==> config.mk <==
export PLATFORM = sky130hd
export DESIGN_NAME = usb_bulk_in_frame_packer
export DESIGN_NICKNAME = d
export VERILOG_FILES = /design/src/shared/bulk_in_pkg.sv /design/src/verilog/term_delay_timer.sv /design/src/verilog/usb_bulk_in_frame_packer.sv
export SDC_FILE = /design/constraint.sdc
export NUM_CORES = 1
export LEC_CHECK = 0
export BUFFER_PORTS_ARGS = -buffer_cell sky130_fd_sc_hd__buf_2
export CELL_PAD_IN_SITES_DETAIL_PLACEMENT = 2
export CELL_PAD_IN_SITES_GLOBAL_PLACEMENT = 2
export CORE_ASPECT_RATIO = 0.7
export CORE_MARGIN = 4
export CORE_UTILIZATION = 32
export CTS_CLUSTER_DIAMETER = 40
export CTS_CLUSTER_SIZE = 28
export DETAILED_ROUTE_END_ITERATION = 16
export GPL_ROUTABILITY_DRIVEN = 0
export PLACE_DENSITY = 0.74
export SLEW_MARGIN = 30
export SYNTH_ARGS = -nofsm -noshare
export SYNTH_HDL_FRONTEND = slang
export SYNTH_SLANG_ARGS = --single-unit
==> constraint.sdc <==
create_clock -name clk -period 4.1 [get_ports clk]
set_input_delay 0.82 -clock clk [delete_from_list [all_inputs] [get_ports clk]]
set_output_delay 0.82 -clock clk [all_outputs]
set_load 0.02 [all_outputs]
==> src/shared/bulk_in_pkg.sv <==
// Constants and carriers for the bulk-in frame packer
// Assumes one 200 MHz system clock domain
package bulk_in_pkg;
    localparam int          CLK_MHZ          = 200;
    localparam int          TERM_DELAY_US    = 34;
    localparam int          TERM_DELAY_CYC   = TERM_DELAY_US * CLK_MHZ;
    localparam logic [15:0] TERM_DELAY_RESET = 16'h0022;
    localparam logic [10:0] MPS_HS           = 11'h200;
    localparam logic [10:0] MPS_FS           = 11'h040;
    localparam logic [7:0]  CAP_MIN_HS       = 8'h04;
    localparam logic [7:0]  CAP_MIN_FS       = 8'h20;
    localparam int          LEN_W            = 14;
    localparam int          LEN_LSB          = 16;
    localparam int          CAP_HS_SHIFT     = 9;
    localparam int          CAP_FS_SHIFT     = 6;

    typedef enum logic [1:0] {
        RESP_NONE,
        RESP_DATA,
        RESP_ZLP,
        RESP_NAK
    } resp_e;

    typedef struct packed {
        logic        valid;
        logic [31:0] data;
        logic        last;
    } word_s;

    typedef struct packed {
        logic        valid;
        logic [7:0]  data;
        logic        last;
    } byte_s;
endpackage : bulk_in_pkg

==> src/verilog/term_delay_timer.sv <==
// Restartable termination delay timer counted in microseconds
// Assumes start is a single-cycle pulse and clear may be held high, both in the clk domain
`timescale 1ns/1ps
`default_nettype none
module term_delay_timer
    import bulk_in_pkg::*;
(
    input  wire logic        clk,
    input  wire logic        rstn,
    input  wire logic        start,
    input  wire logic        clear,
    input  wire logic [15:0] delay_us,
    output logic             running
);
    logic [7:0]  cyc;
    logic [15:0] us;
    logic [7:0]  next_cyc;
    logic [15:0] next_us;
    logic        next_running;

    always_comb begin
        next_cyc     = cyc;
        next_us      = us;
        next_running = running;
        if (clear) begin
            next_running = 1'b0;
        end else if (start) begin
            next_running = (delay_us != 16'h0000);
            next_cyc     = 8'h00;
            next_us      = 16'h0000;
        end else if (running) begin
            if (cyc == 8'(CLK_MHZ - 1)) begin
                next_cyc = 8'h00;
                next_us  = us + 16'h0001;
                if (us + 16'h0001 >= delay_us) begin
                    next_running = 1'b0;
                end
            end else begin
                next_cyc = cyc + 8'h01;
            end
        end
    end

    always_ff @(posedge clk) begin
        if (!rstn) begin
            cyc     <= 8'h00;
            us      <= 16'h0000;
            running <= 1'b0;
        end else begin
            cyc     <= next_cyc;
            us      <= next_us;
            running <= next_running;
        end
    end

    a_timer_bounded: assert property (@(posedge clk) disable iff (!rstn)
        (start && !clear && delay_us == 16'h0001) |=> running [*8])
        else $error("timer stopped early");
endmodule : term_delay_timer
`default_nettype wire

==> src/verilog/usb_bulk_in_frame_packer.sv <==
// Bulk-in endpoint packer: FIFO words in, packet bytes out per IN token
// Assumes the protocol engine handles PID, toggle and CRC; FIFO sends status first
`timescale 1ns/1ps
`default_nettype none
module usb_bulk_in_frame_packer
    import bulk_in_pkg::*;
(
    input  wire logic        clk,
    input  wire logic        rstn,
    input  wire logic        multi_frame_packing,
    input  wire logic        high_speed,
    input  wire logic        burst_limit_enable,
    input  wire logic [7:0]  burst_limit,
    input  wire logic        empty_response_select,
    input  wire logic [15:0] burst_termination_delay,
    input  wire word_s       fifo_word,
    input  wire logic [15:0] fifo_level,
    input  wire logic        in_token,
    input  wire logic        host_ack,
    input  wire logic        host_timeout,
    output logic             fifo_pop,
    output logic             fifo_rewind,
    output logic             fifo_advance,
    output resp_e            resp,
    output byte_s            tx_byte,
    output logic             ep_stall,
    output logic             timer_running
);
    typedef enum logic [2:0] {
        IDLE,
        HDR,
        SEND,
        PAD,
        WAIT_ACK
    } st_e;

    st_e          st, next_st;
    logic [31:0]  cur, next_cur;
    logic [1:0]   bsel, next_bsel;
    logic [LEN_W-1:0] frame_left, next_frame_left;
    logic [LEN_W-1:0] pkt_left, next_pkt_left;
    logic         was_empty;
    logic [10:0]  pkt_cnt, next_pkt_cnt;
    logic [22:0]  burst_cnt, next_burst_cnt;
    logic         term_pend, next_term_pend;
    logic         is_term, next_is_term;
    logic         fifo_pop_n, rewind_n, adv_n;
    resp_e        resp_n;
    byte_s        tx_n;
    logic         tmr_start, tmr_clear;
    logic [10:0]  mps;
    logic         cap_on;
    logic [22:0]  cap_bytes;
    logic         fifo_empty;

    assign mps = high_speed ? MPS_HS : MPS_FS;
    assign cap_on = burst_limit_enable &&
        (high_speed ? (burst_limit > CAP_MIN_HS) : (burst_limit > CAP_MIN_FS));
    assign cap_bytes = high_speed ? (23'(burst_limit) << CAP_HS_SHIFT)
                                  : (23'(burst_limit) << CAP_FS_SHIFT);
    assign fifo_empty = (fifo_level == 16'h0000);

    term_delay_timer u_timer (
        .clk      (clk),
        .rstn     (rstn),
        .start    (tmr_start),
        .clear    (tmr_clear),
        .delay_us (burst_termination_delay),
        .running  (timer_running)
    );

    always_comb begin
        next_st         = st;
        next_cur        = cur;
        next_bsel       = bsel;
        next_frame_left = frame_left;
        next_pkt_left   = pkt_left;
        next_pkt_cnt    = pkt_cnt;
        next_burst_cnt  = burst_cnt;
        next_term_pend  = term_pend;
        next_is_term    = is_term;
        fifo_pop_n      = 1'b0;
        rewind_n        = 1'b0;
        adv_n           = 1'b0;
        resp_n          = RESP_NONE;
        tx_n            = '0;
        tmr_start       = 1'b0;
        tmr_clear       = 1'b0;
        case (st)
            IDLE: begin
                if (in_token) begin
                    next_pkt_cnt = 11'h000;
                    if (timer_running && multi_frame_packing) begin
                        resp_n = RESP_NAK;
                    end else if (term_pend || fifo_empty ||
                                 (cap_on && burst_cnt >= cap_bytes)) begin
                        if (!term_pend && fifo_empty && !cap_on &&
                            empty_response_select) begin
                            resp_n = RESP_NAK;
                        end else begin
                            resp_n       = RESP_ZLP;
                            next_is_term = 1'b1;
                            next_st      = WAIT_ACK;
                        end
                    end else begin
                        resp_n       = RESP_DATA;
                        next_is_term = 1'b0;
                        next_pkt_left = frame_left;
                        next_st      = (frame_left == '0) ? HDR : SEND;
                    end
                end
            end
            HDR: begin
                if (fifo_word.valid) begin
                    fifo_pop_n      = 1'b1;
                    next_cur        = fifo_word.data;
                    // Count also covers the three status bytes still to go
                    next_frame_left = fifo_word.data[LEN_LSB +: LEN_W] + LEN_W'(3);
                    // offset pad is already in FIFO data
                    tx_n.valid      = 1'b1;
                    tx_n.data       = fifo_word.data[7:0];
                    next_bsel       = 2'd1;
                    next_pkt_cnt    = pkt_cnt + 11'h001;
                    next_st         = SEND;
                end
            end
            SEND: begin
                if (bsel == 2'd0 && !fifo_word.valid) begin
                    next_st = SEND;
                end else begin
                    tx_n.valid   = 1'b1;
                    tx_n.data    = (bsel == 2'd0) ? fifo_word.data[7:0]
                                                  : cur[8*bsel +: 8];
                    if (bsel == 2'd0) begin
                        next_cur   = fifo_word.data;
                        fifo_pop_n = 1'b1;
                    end
                    next_bsel    = bsel + 2'd1;
                    next_pkt_cnt = pkt_cnt + 11'h001;
                    if (frame_left != '0) begin
                        next_frame_left = frame_left - 1'b1;
                    end
                    if (pkt_cnt + 11'h001 == mps) begin
                        tx_n.last = 1'b1;
                        next_st   = WAIT_ACK;
                    end else if (frame_left == LEN_W'(1)) begin
                        // pad not in length
                        // Word being popped now still shows in the level
                        if (multi_frame_packing &&
                            ((bsel == 2'd0) ? (fifo_level > 16'h0004) : !fifo_empty) &&
                            !(cap_on && burst_cnt + 23'(pkt_cnt) >= cap_bytes)) begin
                            next_st = (bsel == 2'd3) ? HDR : PAD;
                        end else begin
                            tx_n.last    = 1'b1;
                            next_is_term = 1'b1;
                            next_st      = WAIT_ACK;
                        end
                    end
                end
            end
            PAD: begin
                tx_n.valid   = 1'b1;
                next_bsel    = bsel + 2'd1;
                next_pkt_cnt = pkt_cnt + 11'h001;
                if (pkt_cnt + 11'h001 == mps) begin
                    tx_n.last = 1'b1;
                    next_st   = WAIT_ACK;
                end else if (bsel == 2'd3) begin
                    next_st = HDR;
                end
            end
            WAIT_ACK: begin
                if (host_ack) begin
                    adv_n          = 1'b1;
                    next_burst_cnt = burst_cnt + 23'(pkt_cnt);
                    next_term_pend = !is_term && (pkt_cnt == mps) && (frame_left == '0) &&
                                     (fifo_empty || !multi_frame_packing);
                    if (is_term) begin
                        next_burst_cnt = 23'h000000;
                        next_term_pend = 1'b0;
                    end
                    if (multi_frame_packing && !is_term) begin
                        tmr_start = 1'b1;
                    end
                    next_st = IDLE;
                end else if (host_timeout) begin
                    rewind_n = 1'b1;
                    // Zero-length terminator repeats; data is rewound and resent
                    if (is_term && pkt_cnt == 11'h000) begin
                        next_term_pend = 1'b1;
                    end
                    next_frame_left = pkt_left;
                    next_bsel       = 2'd0;
                    next_st         = IDLE;
                end
            end
            default: next_st = IDLE;
        endcase
        if (multi_frame_packing && st == IDLE && was_empty && !fifo_empty &&
            fifo_level < 16'(mps)) begin
            tmr_start = 1'b1;
        end
        if (!multi_frame_packing) begin
            tmr_clear = 1'b1;
        end
    end

    always_ff @(posedge clk) begin
        if (!rstn) begin
            st           <= IDLE;
            cur          <= 32'h00000000;
            bsel         <= 2'd0;
            frame_left   <= '0;
            pkt_cnt      <= 11'h000;
            burst_cnt    <= 23'h000000;
            term_pend    <= 1'b0;
            is_term      <= 1'b0;
            pkt_left     <= '0;
            was_empty    <= 1'b1;
            fifo_pop     <= 1'b0;
            fifo_rewind  <= 1'b0;
            fifo_advance <= 1'b0;
            resp         <= RESP_NONE;
            tx_byte      <= '0;
            ep_stall     <= 1'b0;
        end else begin
            st           <= next_st;
            cur          <= next_cur;
            bsel         <= next_bsel;
            frame_left   <= next_frame_left;
            pkt_cnt      <= next_pkt_cnt;
            burst_cnt    <= next_burst_cnt;
            term_pend    <= next_term_pend;
            is_term      <= next_is_term;
            pkt_left     <= next_pkt_left;
            was_empty    <= fifo_empty;
            fifo_pop     <= fifo_pop_n;
            fifo_rewind  <= rewind_n;
            fifo_advance <= adv_n;
            resp         <= resp_n;
            tx_byte      <= tx_n;
            ep_stall     <= 1'b0;
        end
    end

    a_never_stall: assert property (@(posedge clk) disable iff (!rstn)
        !ep_stall)
        else $error("endpoint stalled");
    a_nak_in_delay: assert property (@(posedge clk) disable iff (!rstn)
        (in_token && st == IDLE && timer_running && multi_frame_packing)
        |=> resp == RESP_NAK)
        else $error("token not NAKed during delay");
    a_ack_advance: assert property (@(posedge clk) disable iff (!rstn)
        (st == WAIT_ACK && host_ack) |=> fifo_advance && !fifo_rewind)
        else $error("ack did not advance");
    a_miss_rewind: assert property (@(posedge clk) disable iff (!rstn)
        (st == WAIT_ACK && !host_ack && host_timeout) |=> fifo_rewind)
        else $error("miss did not rewind");
    a_term_repeat: assert property (@(posedge clk) disable iff (!rstn)
        (st == WAIT_ACK && is_term && !host_ack && host_timeout)
        ##1 (in_token && !(timer_running && multi_frame_packing))
        |=> resp == (($past(pkt_cnt, 2) == 11'h000) ? RESP_ZLP : RESP_DATA))
        else $error("terminator not repeated");
    a_empty_zlp: assert property (@(posedge clk) disable iff (!rstn)
        (st == IDLE && in_token && fifo_empty && !term_pend && !cap_on &&
         !empty_response_select && !(timer_running && multi_frame_packing))
        |=> resp == RESP_ZLP)
        else $error("empty token not ZLP");
    a_empty_nak: assert property (@(posedge clk) disable iff (!rstn)
        (st == IDLE && in_token && fifo_empty && !term_pend && !cap_on &&
         empty_response_select && !(timer_running && multi_frame_packing))
        |=> resp == RESP_NAK)
        else $error("empty token not NAK");
    a_pkt_size: assert property (@(posedge clk) disable iff (!rstn)
        tx_byte.valid |-> pkt_cnt <= mps)
        else $error("packet over max size");
    a_sef_timer: assert property (@(posedge clk) disable iff (!rstn)
        !multi_frame_packing |=> !timer_running)
        else $error("timer runs in single mode");

    c_data_pkt: cover property (@(posedge clk) resp == RESP_DATA);
    c_zlp: cover property (@(posedge clk) resp == RESP_ZLP);
    c_rewind: cover property (@(posedge clk) fifo_rewind);
    c_nak_delay: cover property (@(posedge clk) timer_running && resp == RESP_NAK);
endmodule : usb_bulk_in_frame_packer
`default_nettype wire
==> summary.txt, run 1 <==
Top cell type by total area after synthesis - dfxtp_1
Kind of critical path - reg -> reg
CP Launch Point - pkt_cnt[10]
Count leader, synth - nand2_1
Synth Area in Adders - 0.08621
# setup viols final - 0
RSZ-0062 raised after global routing - yes
Yosys warning count - 0
IO buf count - 97
Fillers - 3,199
CTS max path bufs - 2
# hold bufs at CTS - 0
Total CTS buffers - 17
Hold EP - cur[8]
Post-DR vias/cell - 5.456
Drt drc - 0
Slew margin rel. - 0.4423
Ys async rst share - 0
Vias in the first global route - 9,564
Post-Route WL - 33,660 µm
CP required - 4470 ps
Register clock-pin slew on the reported worst setup and hold paths - 70 ps
Total track usage - 0.2135
Max Freq - 247.0 MHz
Worst-Margin Slew - 836.6 ps
Initial antenna violation count - 0
DRT antenna net count - 0
DIE HEIGHT - 148.8 µm
CTS Sinks - 142
Main combinational cell family by area after synthesis - simple AND/OR/NAND/NOR gates
Share of post-route cells with drive strength above 1 - 0.2106
Post-route clock period utilization - 0.9876
Yosys reg bits - 142
Number of synthesized flops with an enable pin - 0
Post-Syn Area per Cell - 7.889 µm²
Drt pass-1 iters - 4
Synth Area in Simple Gates - 0.2483
Synth Area in Compound Gates - 0.1963
DP Cell Count - 1,622
Startpoint types - flip-flop
Crit path capture type - flip-flop
Min Tclk post-route - 4049 ps
Root Buffer - clkbuf_16
Setup TNS - 0 ps
# rows - 51
Number of cells in the finished layout apart from fillers - 1,658
Synth Instances - 1,148
Leak - 4.590 nW
Area Overhead vs Synth - 22.02%
Global-route wire length before repair - 53,410 µm
CP arrival - 4420 ps
Area contributors post-synth - dfxtp_1, ha_1, nand2_1
Fin Clk Skew - 16.11 ps
Via count - 9,046
Starting Density - 0.3255
Hold WC Path Type - reg -> reg
Worst-skew pair later-pin latency - 460 ps
N_diodes - 0
Critical Path Fanout Max - 6
Seq/Total Area, Yosys - 0.3139
Multiplexer share of the synthesized area - 0.04532
Ports - 100
Hold_sp - cur[8]
Final HPWL DP - 24,910 µm
Pin count of the biggest net entering global routing - 69
DIE AREA - 31,100 µm²
Reg2Reg Capture Point - tx_byte[0]
Status - complete, no violations
1st-iter DRT viols - 492
XOR/XNOR Fraction of Synth Area - 0.06286
Area share of the largest cell type after synthesis - 0.3139
Nets - 1,418
Hold path depth - 2
R2R Path Start - pkt_cnt[10]
Syn nets - 1,292
Ys flop type - dfxtp_1
CTS tree - built
Cell Pwr Density - 473.6 nW/µm²
Die Wd - 209.1 µm
Util after Layout - 0.3972
Max-cap violations - 0
DR WL/cell - 20.30 µm
Core area - 27,820 µm²
Reg2Reg Depth - 16
Grt ovf - 0
Commonest cells in the netlist - nand2_1, dfxtp_1, nor2_1, a21oi_1
Max IR drop VDD - 0.2918 mV
Hold Vio Cnt, Final - 0
Syn Std Cell Area - 9056 µm²
Synth cell types - 84
H-tree depth - 4
Reg2Reg Setup Slack - 50 ps
Max Slew Vio Count - 0
## power breakdown
group | total, mW | switching, mW | leakage (nW) | internal [mW]
Combinational | 1.85 | 1.14 | 3.16 | 0.710
Sequential | 1.77 | 0.203 | 1.15 | 1.56
Clock | 1.61 | 0.702 | 0.282 | 0.910
Total | 5.23 | 2.05 | 4.59 | 3.18
## final cells by class
type                       instances  area (µm²)  area share
clock buffer                      19       432.9     0.03918
sequential                       142        2845      0.2575
inverter                          36       136.4     0.01234
clock inverter                    13       157.7     0.01427
tap                              371       464.2     0.04201
timing repair buffer             169        1030     0.09318
multi-input combinational        908        5984      0.5416
## flip-flops by register name, indices dropped and copies added (netlist names), 2 cells and up
register,count
u_timer.us,16
pkt_cnt,11
cur,32
pkt_left,14
bsel,2
u_timer.cyc,8
st,3
resp,2
tx_byte,10
frame_left,14
burst_cnt,23
## cell usage in the layout (no fill, tap or decap), types with 6 or more instances in the layout
cell type,synthesis,layout
a31oi_1,8,8
nand3_1,28,27
nand2b_1,10,10
or2_2,8,8
buf_2,5,97
xor2_1,39,39
a21o_1,12,12
a22oi_1,18,18
o21a_1,6,6
nor2_1,121,117
a211oi_1,11,9
mux2i_1,23,23
inv_1,36,34
and2_1,7,6
buf_4,3,71
o21ai_0,60,57
mux4_2,8,8
clkbuf_16,0,17
nand4_1,17,17
ha_1,60,57
o21ai_1,5,6
or3_1,18,18
nor3_1,22,22
a21oi_2,2,10
nor3b_1,7,6
nor4_1,21,19
nor2b_1,13,12
a21oi_1,110,102
and3_1,9,9
o211ai_1,8,8
nand2_1,149,148
dfxtp_1,142,140
xnor2_1,26,24
## worst max path at each step
stage                             to  slack (ps)
final                     tx_byte[0]          50
after floorplan           tx_byte[0]          70
after global routing      tx_byte[0]        -130
after CTS                 tx_byte[0]           9
after detailed placement  tx_byte[0]        -300
after global placement    tx_byte[0]        -180
## critical path, cell delays in order, from the launching register on
cell and delay [ps]:
dfxtp_1 350, ha_1 330, buf_4 180, a21oi_2 230, o21ai_1 130, or2_2 340, nor2_4 150, nor2_2 70
xor2_1 160, ha_1 330, nand4_1 110, nor2_2 140, nand2_1 100, o41a_1 350, and4b_2 270, or4b_4 490
a211oi_2 230
## through the flow
| stage | hold WS (ps) | instance area [µm²] | power [mW] | setup slack [ps] |
|---|---|---|---|---|
| 6_report | 455.4 | 11050 | 5.233 | 50.89 |
| 5_1_grt | 470.1 | 11050 | 5.577 | -133.4 |
| 4_1_cts | 457.1 | 10870 | 5.263 | 8.506 |
| 3_5_place_dp | 447.7 | 10240 | 3.620 | -295.7 |
| 3_3_place_gp | 441.0 | 10240 | 3.543 | -177.7 |
| 2_1_floorplan | 433.1 | 9056 | 3.005 | 67.56 |
## kinds of logic (layout without fill, tap and decap cells)
group | Yosys count | after routing
simple gates | 464 | 464
buf+inv | 98 | 237
xor+xnor | 65 | 65
fa+ha+maj | 62 | 62
mux | 31 | 31
flops | 142 | 142
other cells | 1 | 1
compound gates | 285 | 285
## per-layer routing
metal | GRT usage | share of wire | vias up
met5 | 0 | 0 | -
met4 | 0.04532 | 0.0072 | 0
met3 | 0.03279 | 0.030 | 18
met2 | 0.3385 | 0.45 | 130
met1 | 0.3095 | 0.51 | 4535
li1 | - | - | 4363
## timing repair
| item | CTS | global route |
|---|---|---|
| buffers inserted | 1 | 4 |
| resized for setup | 12 | 34 |
| setup endpoints to repair | 5 | 5 |
| pin swaps | 12 | 19 |
(Power assumes the default switching activity.)
==> run 2, diff against run 1 <==
- RECOVER_POWER: default -> 50
==> summary.txt, run 2 (synthesis gave the netlist of run 1 again) <==
Initial antenna violation count - 0 (unchanged)
Ports - 100 (unchanged)
Post-DR vias/cell - 5.476 (+0.36%)
Worst-skew pair later-pin latency - 450 ps (about the same)
# rows - 51 (unchanged)
Startpoint types - flip-flop
Critical Path Fanout Max - 6 (unchanged)
Worst path slowest cell - or4b_4
Final HPWL DP - 24,910 µm (unchanged)
Total track usage - 0.2135 (unchanged)
Fillers - 3,200 (+0.031%)
Max reg flops - 32 (unchanged)
DR WL/cell - 20.33 µm (+0.13%)
Slew margin rel. - 0.4426 (about the same)
Status - complete, no violations
Max IR drop VDD - 0.2913 mV (-0.18%)
Commonest non-fill, non-tap cell in the layout - nand2_1
Leak - 4.521 nW (-1.5%)
CTS max path bufs - 2 (unchanged)
Most frequent cells in the layout - nand2_1, dfxtp_1, nor2_1
Layer with the highest usage - met2
CTS tree - built
Die Wd - 209.1 µm (unchanged)
Grt ovf - 0 (unchanged)
Global-route wire length before repair - 53,410 µm (unchanged)
DIE AREA - 31,100 µm² (unchanged)
Area of the multi-input gates - 5984 µm² (unchanged)
Net Sw Frac - 0.3913 (about the same)
DIE HEIGHT - 148.8 µm (unchanged)
CP delay by family, top - simple AND/OR/NAND/NOR gates
Fin Clk Skew - 12.66 ps (-3.447 ps)
CP arrival - 4400 ps (-20 ps)
Util after Layout - 0.3965 (-0.0007200)
Switch Pwr - 2.044 mW (-0.26%)
IO buf count - 97 (unchanged)
Max Slew Vio Count - 0 (unchanged)
# hold bufs at CTS - 0 (unchanged)
N_diodes - 0 (unchanged)
Sequential share of power - 0.338 (about the same)
Critical path's largest stage delay - 490 ps (about the same)
Power, Total - 5.223 mW (-0.19%)
Drt pass-1 iters - 4 (unchanged)
FF/Latch Area - 2845 µm² (unchanged)
Combinational share of power - 0.353 (about the same)
1st-iter DRT viols - 506 (+2.8%)
Met3 usage in global routing - 0.03279 (unchanged)
Vias in the first global route - 9,564 (unchanged)
Setup TNS - 0 ps (unchanged)
Area Overhead vs Synth - 21.80%
GR met2 Demand/Resource - 0.3385 (unchanged)
Min Tclk post-route - 4039 ps (-10.23 ps)
Cell Chain, Critical Path - ha_1 -> buf_4 -> a21oi_2 -> o21ai_1 -> or2_2 -> nor2_4 -> nor2_2 -> xor2_1 -> ha_1 -> nand4_1 -> nor2_2 -> nand2_1 -> o41a_1 -> and4b_2 -> or4b_4 -> a211oi_2
Worst-Margin Slew - 836.1 ps (-0.4124 ps)
RSZ-0062 raised after global routing - yes
CP required - 4470 ps (about the same)
Number of buffers and inverters on the critical path - 1 (unchanged)
# setup viols final - 0 (unchanged)
CTS Sinks - 142 (unchanged)
DRT antenna net count - 0 (unchanged)
Int Power - 3.179 mW (-0.15%)
Nets - 1,418 (unchanged)
Top flop regs - cur x32, burst_cnt x23, u_timer.us x16
Kind of critical path - reg -> reg
Crit path capture type - flip-flop
Hold Vio Cnt, Final - 0 (unchanged)
Via count - 9,079 (+0.36%)
Top reg by flops - cur
Max-cap violations - 0 (unchanged)
Post-Route WL - 33,700 µm (+0.13%)
GR Util met1 - 0.3095 (unchanged)
Root Buffer - clkbuf_16
Core area - 27,820 µm² (unchanged)
Cell Pwr Density - 473.5 nW/µm² (about the same)
Post-route clock period utilization - 0.9851 (-0.002496)
Total CTS buffers - 17 (unchanged)
Share of post-route cells with drive strength above 1 - 0.1981 (-0.01243)
Clk pwr share - 0.308 (about the same)
Pin count of the biggest net entering global routing - 69 (unchanged)
Drt drc - 0 (unchanged)
H-tree depth - 4 (unchanged)
Max Freq - 247.6 MHz (+0.25%)
Starting Density - 0.3255 (unchanged)
Hold WC Path Type - reg -> reg
Register clock-pin slew on the reported worst setup and hold paths - 70 ps (about the same)
run 2: cell count changes in the layout (fill, tap and decap cells not counted):
cell      before  now
buf_2         97   81
clkbuf_1       2   18
run 2: what timing repair did:
action	CTS	global route
setup endpoints to repair	5	5
pin swaps	12	19
buffers inserted	1	4
resized for setup	12	34
run 2: final timing paths:
check | start | to | slack, ps | cells past startpoint
worst min register to register | cur[8] | cur[8] | 460 | 2
worst max register to register | pkt_cnt[10] | tx_byte[0] | 60 | 16
worst max-delay path | pkt_cnt[10] | tx_byte[0] | 60 | 16
worst min-delay path | cur[8] | cur[8] | 460 | 2
run 2: power groups by stage:
stage               Combinational (mW)  Sequential, mW  Clock, mW
CTS                               1.86            1.76       1.65
floorplan                         1.29            1.71          0
detailed placement                1.83            1.79          0
finish                            1.85            1.77       1.61
global route                      2.07            1.79       1.71
global placement                  1.77            1.78          0
run 2: tightest hold or removal path, cell delays in order (launching register included):
cell	delay, ps
dfxtp_1	310
nand2_1	50
a21oi_1	50
run 2: area by class of cell:
cell class / count / area share
clock buffers: 19 / 0.03925
clock inverters: 13 / 0.01429
inverters: 36 / 0.01236
multi-input cells: 908 / 0.5425
flip-flops and latches: 142 / 0.2579
well taps: 371 / 0.04208
repair buffers: 169 / 0.09154
run 2: stage by stage:
stage	cells	cell area [µm²]	setup WS (ps)	hold WS (ps)
after floorplan	1148	9056	67.56	433.1
after global placement	1622	10240	-177.7	441.0
after detailed placement	1622	10240	-295.7	447.7
after CTS	1655	10870	8.506	457.1
after global routing	1658	11030	-133.4	470.1
final	1658	11030	61.12	455.4
run 2: routing by layer:
layer  up-vias  share of wire
met3        18          0.032
met1      4546           0.50
met2       152           0.46
met4         0         0.0066
li1       4363              -
met5         -              0
==> run 3, diff against run 2 <==
- PLACE_DENSITY: 0.74 -> 0.75
- SKIP_CTS_REPAIR_TIMING: default -> 1
- SYNTH_HIERARCHICAL: default -> 1
==> summary.txt, run 3 <==
Status - complete, but fails checks
Violated checks - max-capacitance violations, max-slew violations
Startpoint types - flip-flop
Hold WC Path Type - reg -> reg
Kind of critical path - reg -> reg
Die Wd - 210.2 µm (+0.55%)
N_diodes - 0 (unchanged)
Synth Instances - 1,174 (+2.3%)
Post-Route WL - 36,910 µm (+9.5%)
DIE HEIGHT - 149.6 µm (+0.54%)
Cell mode on critical path - ha_1
Final standard cell area without fillers - 11,280 µm² (+2.3%)
Post-DR vias/cell - 5.642 (+3.0%)
Area share of the largest cell type after synthesis - 0.3103 (-0.003559)
Fin Clk Skew - 6.102 ps (-6.561 ps)
Hold EP - cur[24]
Post-Syn Area per Cell - 7.802 µm² (-1.1%)
1st-iter DRT viols - 557 (+10%)
Hold path depth - 2 (unchanged)
Power, Total - 5.181 mW (-0.81%)
Clk pwr share - 0.302 (-0.006)
# setup viols final - 0 (unchanged)
Top cell type by total area after synthesis - dfxtp_1
CP required - 4440 ps (-30 ps)
Top reg by flops - cur
Top flop regs - cur x32, burst_cnt x23, u_timer/us x16
Switch Pwr - 2.134 mW (+4.4%)
Ys async rst share - 0 (unchanged)
Util after Layout - 0.4028 (+0.006313)
H-tree depth - 4 (unchanged)
DRT antenna net count - 0 (unchanged)
Number of buffers and inverters on the critical path - 1 (unchanged)
Commonest cells in the netlist - dfxtp_1, nand2_1, a21oi_1, nor2_1, o21ai_0
Number of synthesized flops with an enable pin - 0 (unchanged)
Most frequent cells in the layout - nand2_1, dfxtp_1, a21oi_1
Leak - 4.610 nW (+2.0%)
Min Tclk post-route - 3988 ps (-50.69 ps)
Syn nets - 1,319 (+2.1%)
Setup TNS - 0 ps (unchanged)
Critical path's largest stage delay - 370 ps (-120 ps)
DP Cell Count - 1,656 (+2.1%)
# rows - 51 (unchanged)
DR WL/cell - 21.76 µm (+7.1%)
Yosys reg bits - 142 (unchanged)
Fillers - 3,181 (-0.59%)
Worst path slowest cell - or3_4
Yosys warning count - 6 (+6)
Max-cap violations - 1 (+1)
Global-route wire length before repair - 57,620 µm (+7.9%)
Final HPWL DP - 26,620 µm (+6.9%)
Worst-skew pair later-pin latency - 440 ps (about the same)
Synth cell types - 89 (+6.0%)
CTS max path bufs - 2 (unchanged)
Critical Path Fanout Max - 3 (-3)
Cell Pwr Density - 459.1 nW/µm² (-3.0%)
Combinational share of power - 0.357 (+0.004)
Total CTS buffers - 17 (unchanged)
Reg2Reg Depth - 16 (unchanged)
CP Launch Point - burst_cnt[9]
Cell Chain, Critical Path - ha_1 -> and3_1 -> and3b_1 -> or3_4 -> or2_4 -> and3_4 -> xor2_1 -> ha_1 -> a21oi_1 -> o21ai_1 -> a2111oi_2 -> nand4b_1 -> nor3_2 -> buf_4 -> nand3_1 -> a311oi_2
DIE AREA - 31,440 µm² (+1.1%)
Initial antenna violation count - 1 (+1)
Slew margin rel. - -0.002035 (-0.4446)
Area Overhead vs Synth - 23.18%
Root Buffer - clkbuf_16
Net Sw Frac - 0.4118 (+0.02057)
Drt drc - 0 (unchanged)
Ys flop type - dfxtp_1
Grt ovf - 0 (unchanged)
Via count - 9,568 (+5.4%)
Reg2Reg Setup Slack - 110 ps (+50 ps)
CP arrival - 4320 ps (-80 ps)
Number of cells in the finished layout apart from fillers - 1,696 (+2.3%)
Sequential share of power - 0.341 (+0.003)
Register clock-pin slew on the reported worst setup and hold paths - 70 ps (about the same)
Ports - 100 (unchanged)
Drt pass-1 iters - 5 (+1)
Max reg flops - 32 (unchanged)
Hold_sp - cur[24]
IO buf count - 97 (unchanged)
Pin count of the biggest net entering global routing - 48 (-30%)
Dpl cell area - 10,460 µm² (+2.1%)
CTS tree - built
Max Freq - 250.7 MHz (+1.3%)
Worst-Margin Slew - 1503 ps (+666.9 ps)
Hold Vio Cnt, Final - 0 (unchanged)
Max Slew Vio Count - 33 (+33)
CP delay by family, top - simple AND/OR/NAND/NOR gates
Nets - 1,457 (+2.8%)
Int Power - 3.047 mW (-4.2%)
Area contributors post-synth - dfxtp_1, ha_1, a21oi_1
Core area - 28,010 µm² (+0.69%)
Max IR drop VDD - 0.2554 mV (-12%)
Post-route clock period utilization - 0.9727 (-0.01236)
Crit path capture type - flip-flop
Commonest non-fill, non-tap cell in the layout - nand2_1
Share of post-route cells with drive strength above 1 - 0.2023 (+0.004129)
Vias in the first global route - 10,220 (+6.8%)
Reg2Reg Capture Point - st[0]
Seq/Total Area, Yosys - 0.3103 (-0.003559)
Syn Std Cell Area - 9160 µm² (+1.1%)
CTS Sinks - 142 (unchanged)
Total track usage - 0.2294 (+0.01591)
R2R Path Start - burst_cnt[9]
Starting Density - 0.3270 (+0.001483)
==> run 3: worst max-delay path by stage <==
stage                  to  slack (ps)  cells after the start
floorplan           st[0]          40                     19
global placement    st[0]        -200                     19
detailed placement  st[0]        -290                     19
CTS                 st[0]        -370                     19
global route        st[0]        -110                     18
finish              st[0]         110                     16
==> run 3: routing by layer <==
metal | GRT usage | part of all wire | up-vias
met5 | 0 | 0.00022 | -
met3 | 0.03730 | 0.037 | 37
met4 | 0.04630 | 0.011 | 2
li1 | - | - | 4529
met2 | 0.3708 | 0.46 | 172
met1 | 0.3254 | 0.49 | 4828
==> run 3: power groups by stage <==
stage / sequential [mW] / clock (mW) / combinational, mW
finish: 1.77 / 1.57 / 1.85
floorplan: 1.68 / 0 / 1.28
global placement: 1.78 / 0 / 1.70
detailed placement: 1.79 / 0 / 1.78
global route: 1.80 / 1.64 / 2.05
CTS: 1.76 / 1.59 / 1.82
==> run 3: cell families after synthesis <==
logic type,share of synthesized area
muxes,0.02841
DFF,0.3103
other,0.0004094
AOI/OAI and AO/OA,0.2299
and+or+nand+nor,0.2433
adders and majority gates,0.08660
buffers and inverters,0.05040
xor gates and xnor gates,0.05068
==> run 3: area by class of cell <==
| class | instances | area (µm²) | area share |
|---|---|---|---|
| Sequential cell | 142 | 2848 | 0.2524 |
| Multi-Input combinational cell | 919 | 6087 | 0.5395 |
| Clock buffer | 18 | 439.2 | 0.03892 |
| Clock inverter | 14 | 135.1 | 0.01198 |
| Inverter | 46 | 173.9 | 0.01541 |
| Timing Repair Buffer | 186 | 1136 | 0.1007 |
| Tap cell | 371 | 464.2 | 0.04114 |
==> run 3: stage by stage <==
stage               hold slack (ps)  setup slack (ps)
floorplan                     433.1             44.05
global placement              439.4            -197.9
detailed placement            453.7            -290.8
CTS                           464.0            -371.5
global route                  489.2            -113.2
finish                        461.7             111.8
==> run 3: worst register-to-register path, stage by stage, from the launching register on <==
cell       delay, ps
dfxtp_1          320
ha_1             330
and3_1           190
and3b_1          160
or3_4            370
or2_4            270
and3_4           190
xor2_1           140
ha_1             310
a21oi_1          140
o21ai_1          120
a2111oi_2        360
nand4b_1         260
nor3_2           230
buf_4            150
nand3_1           90
a311oi_2         260
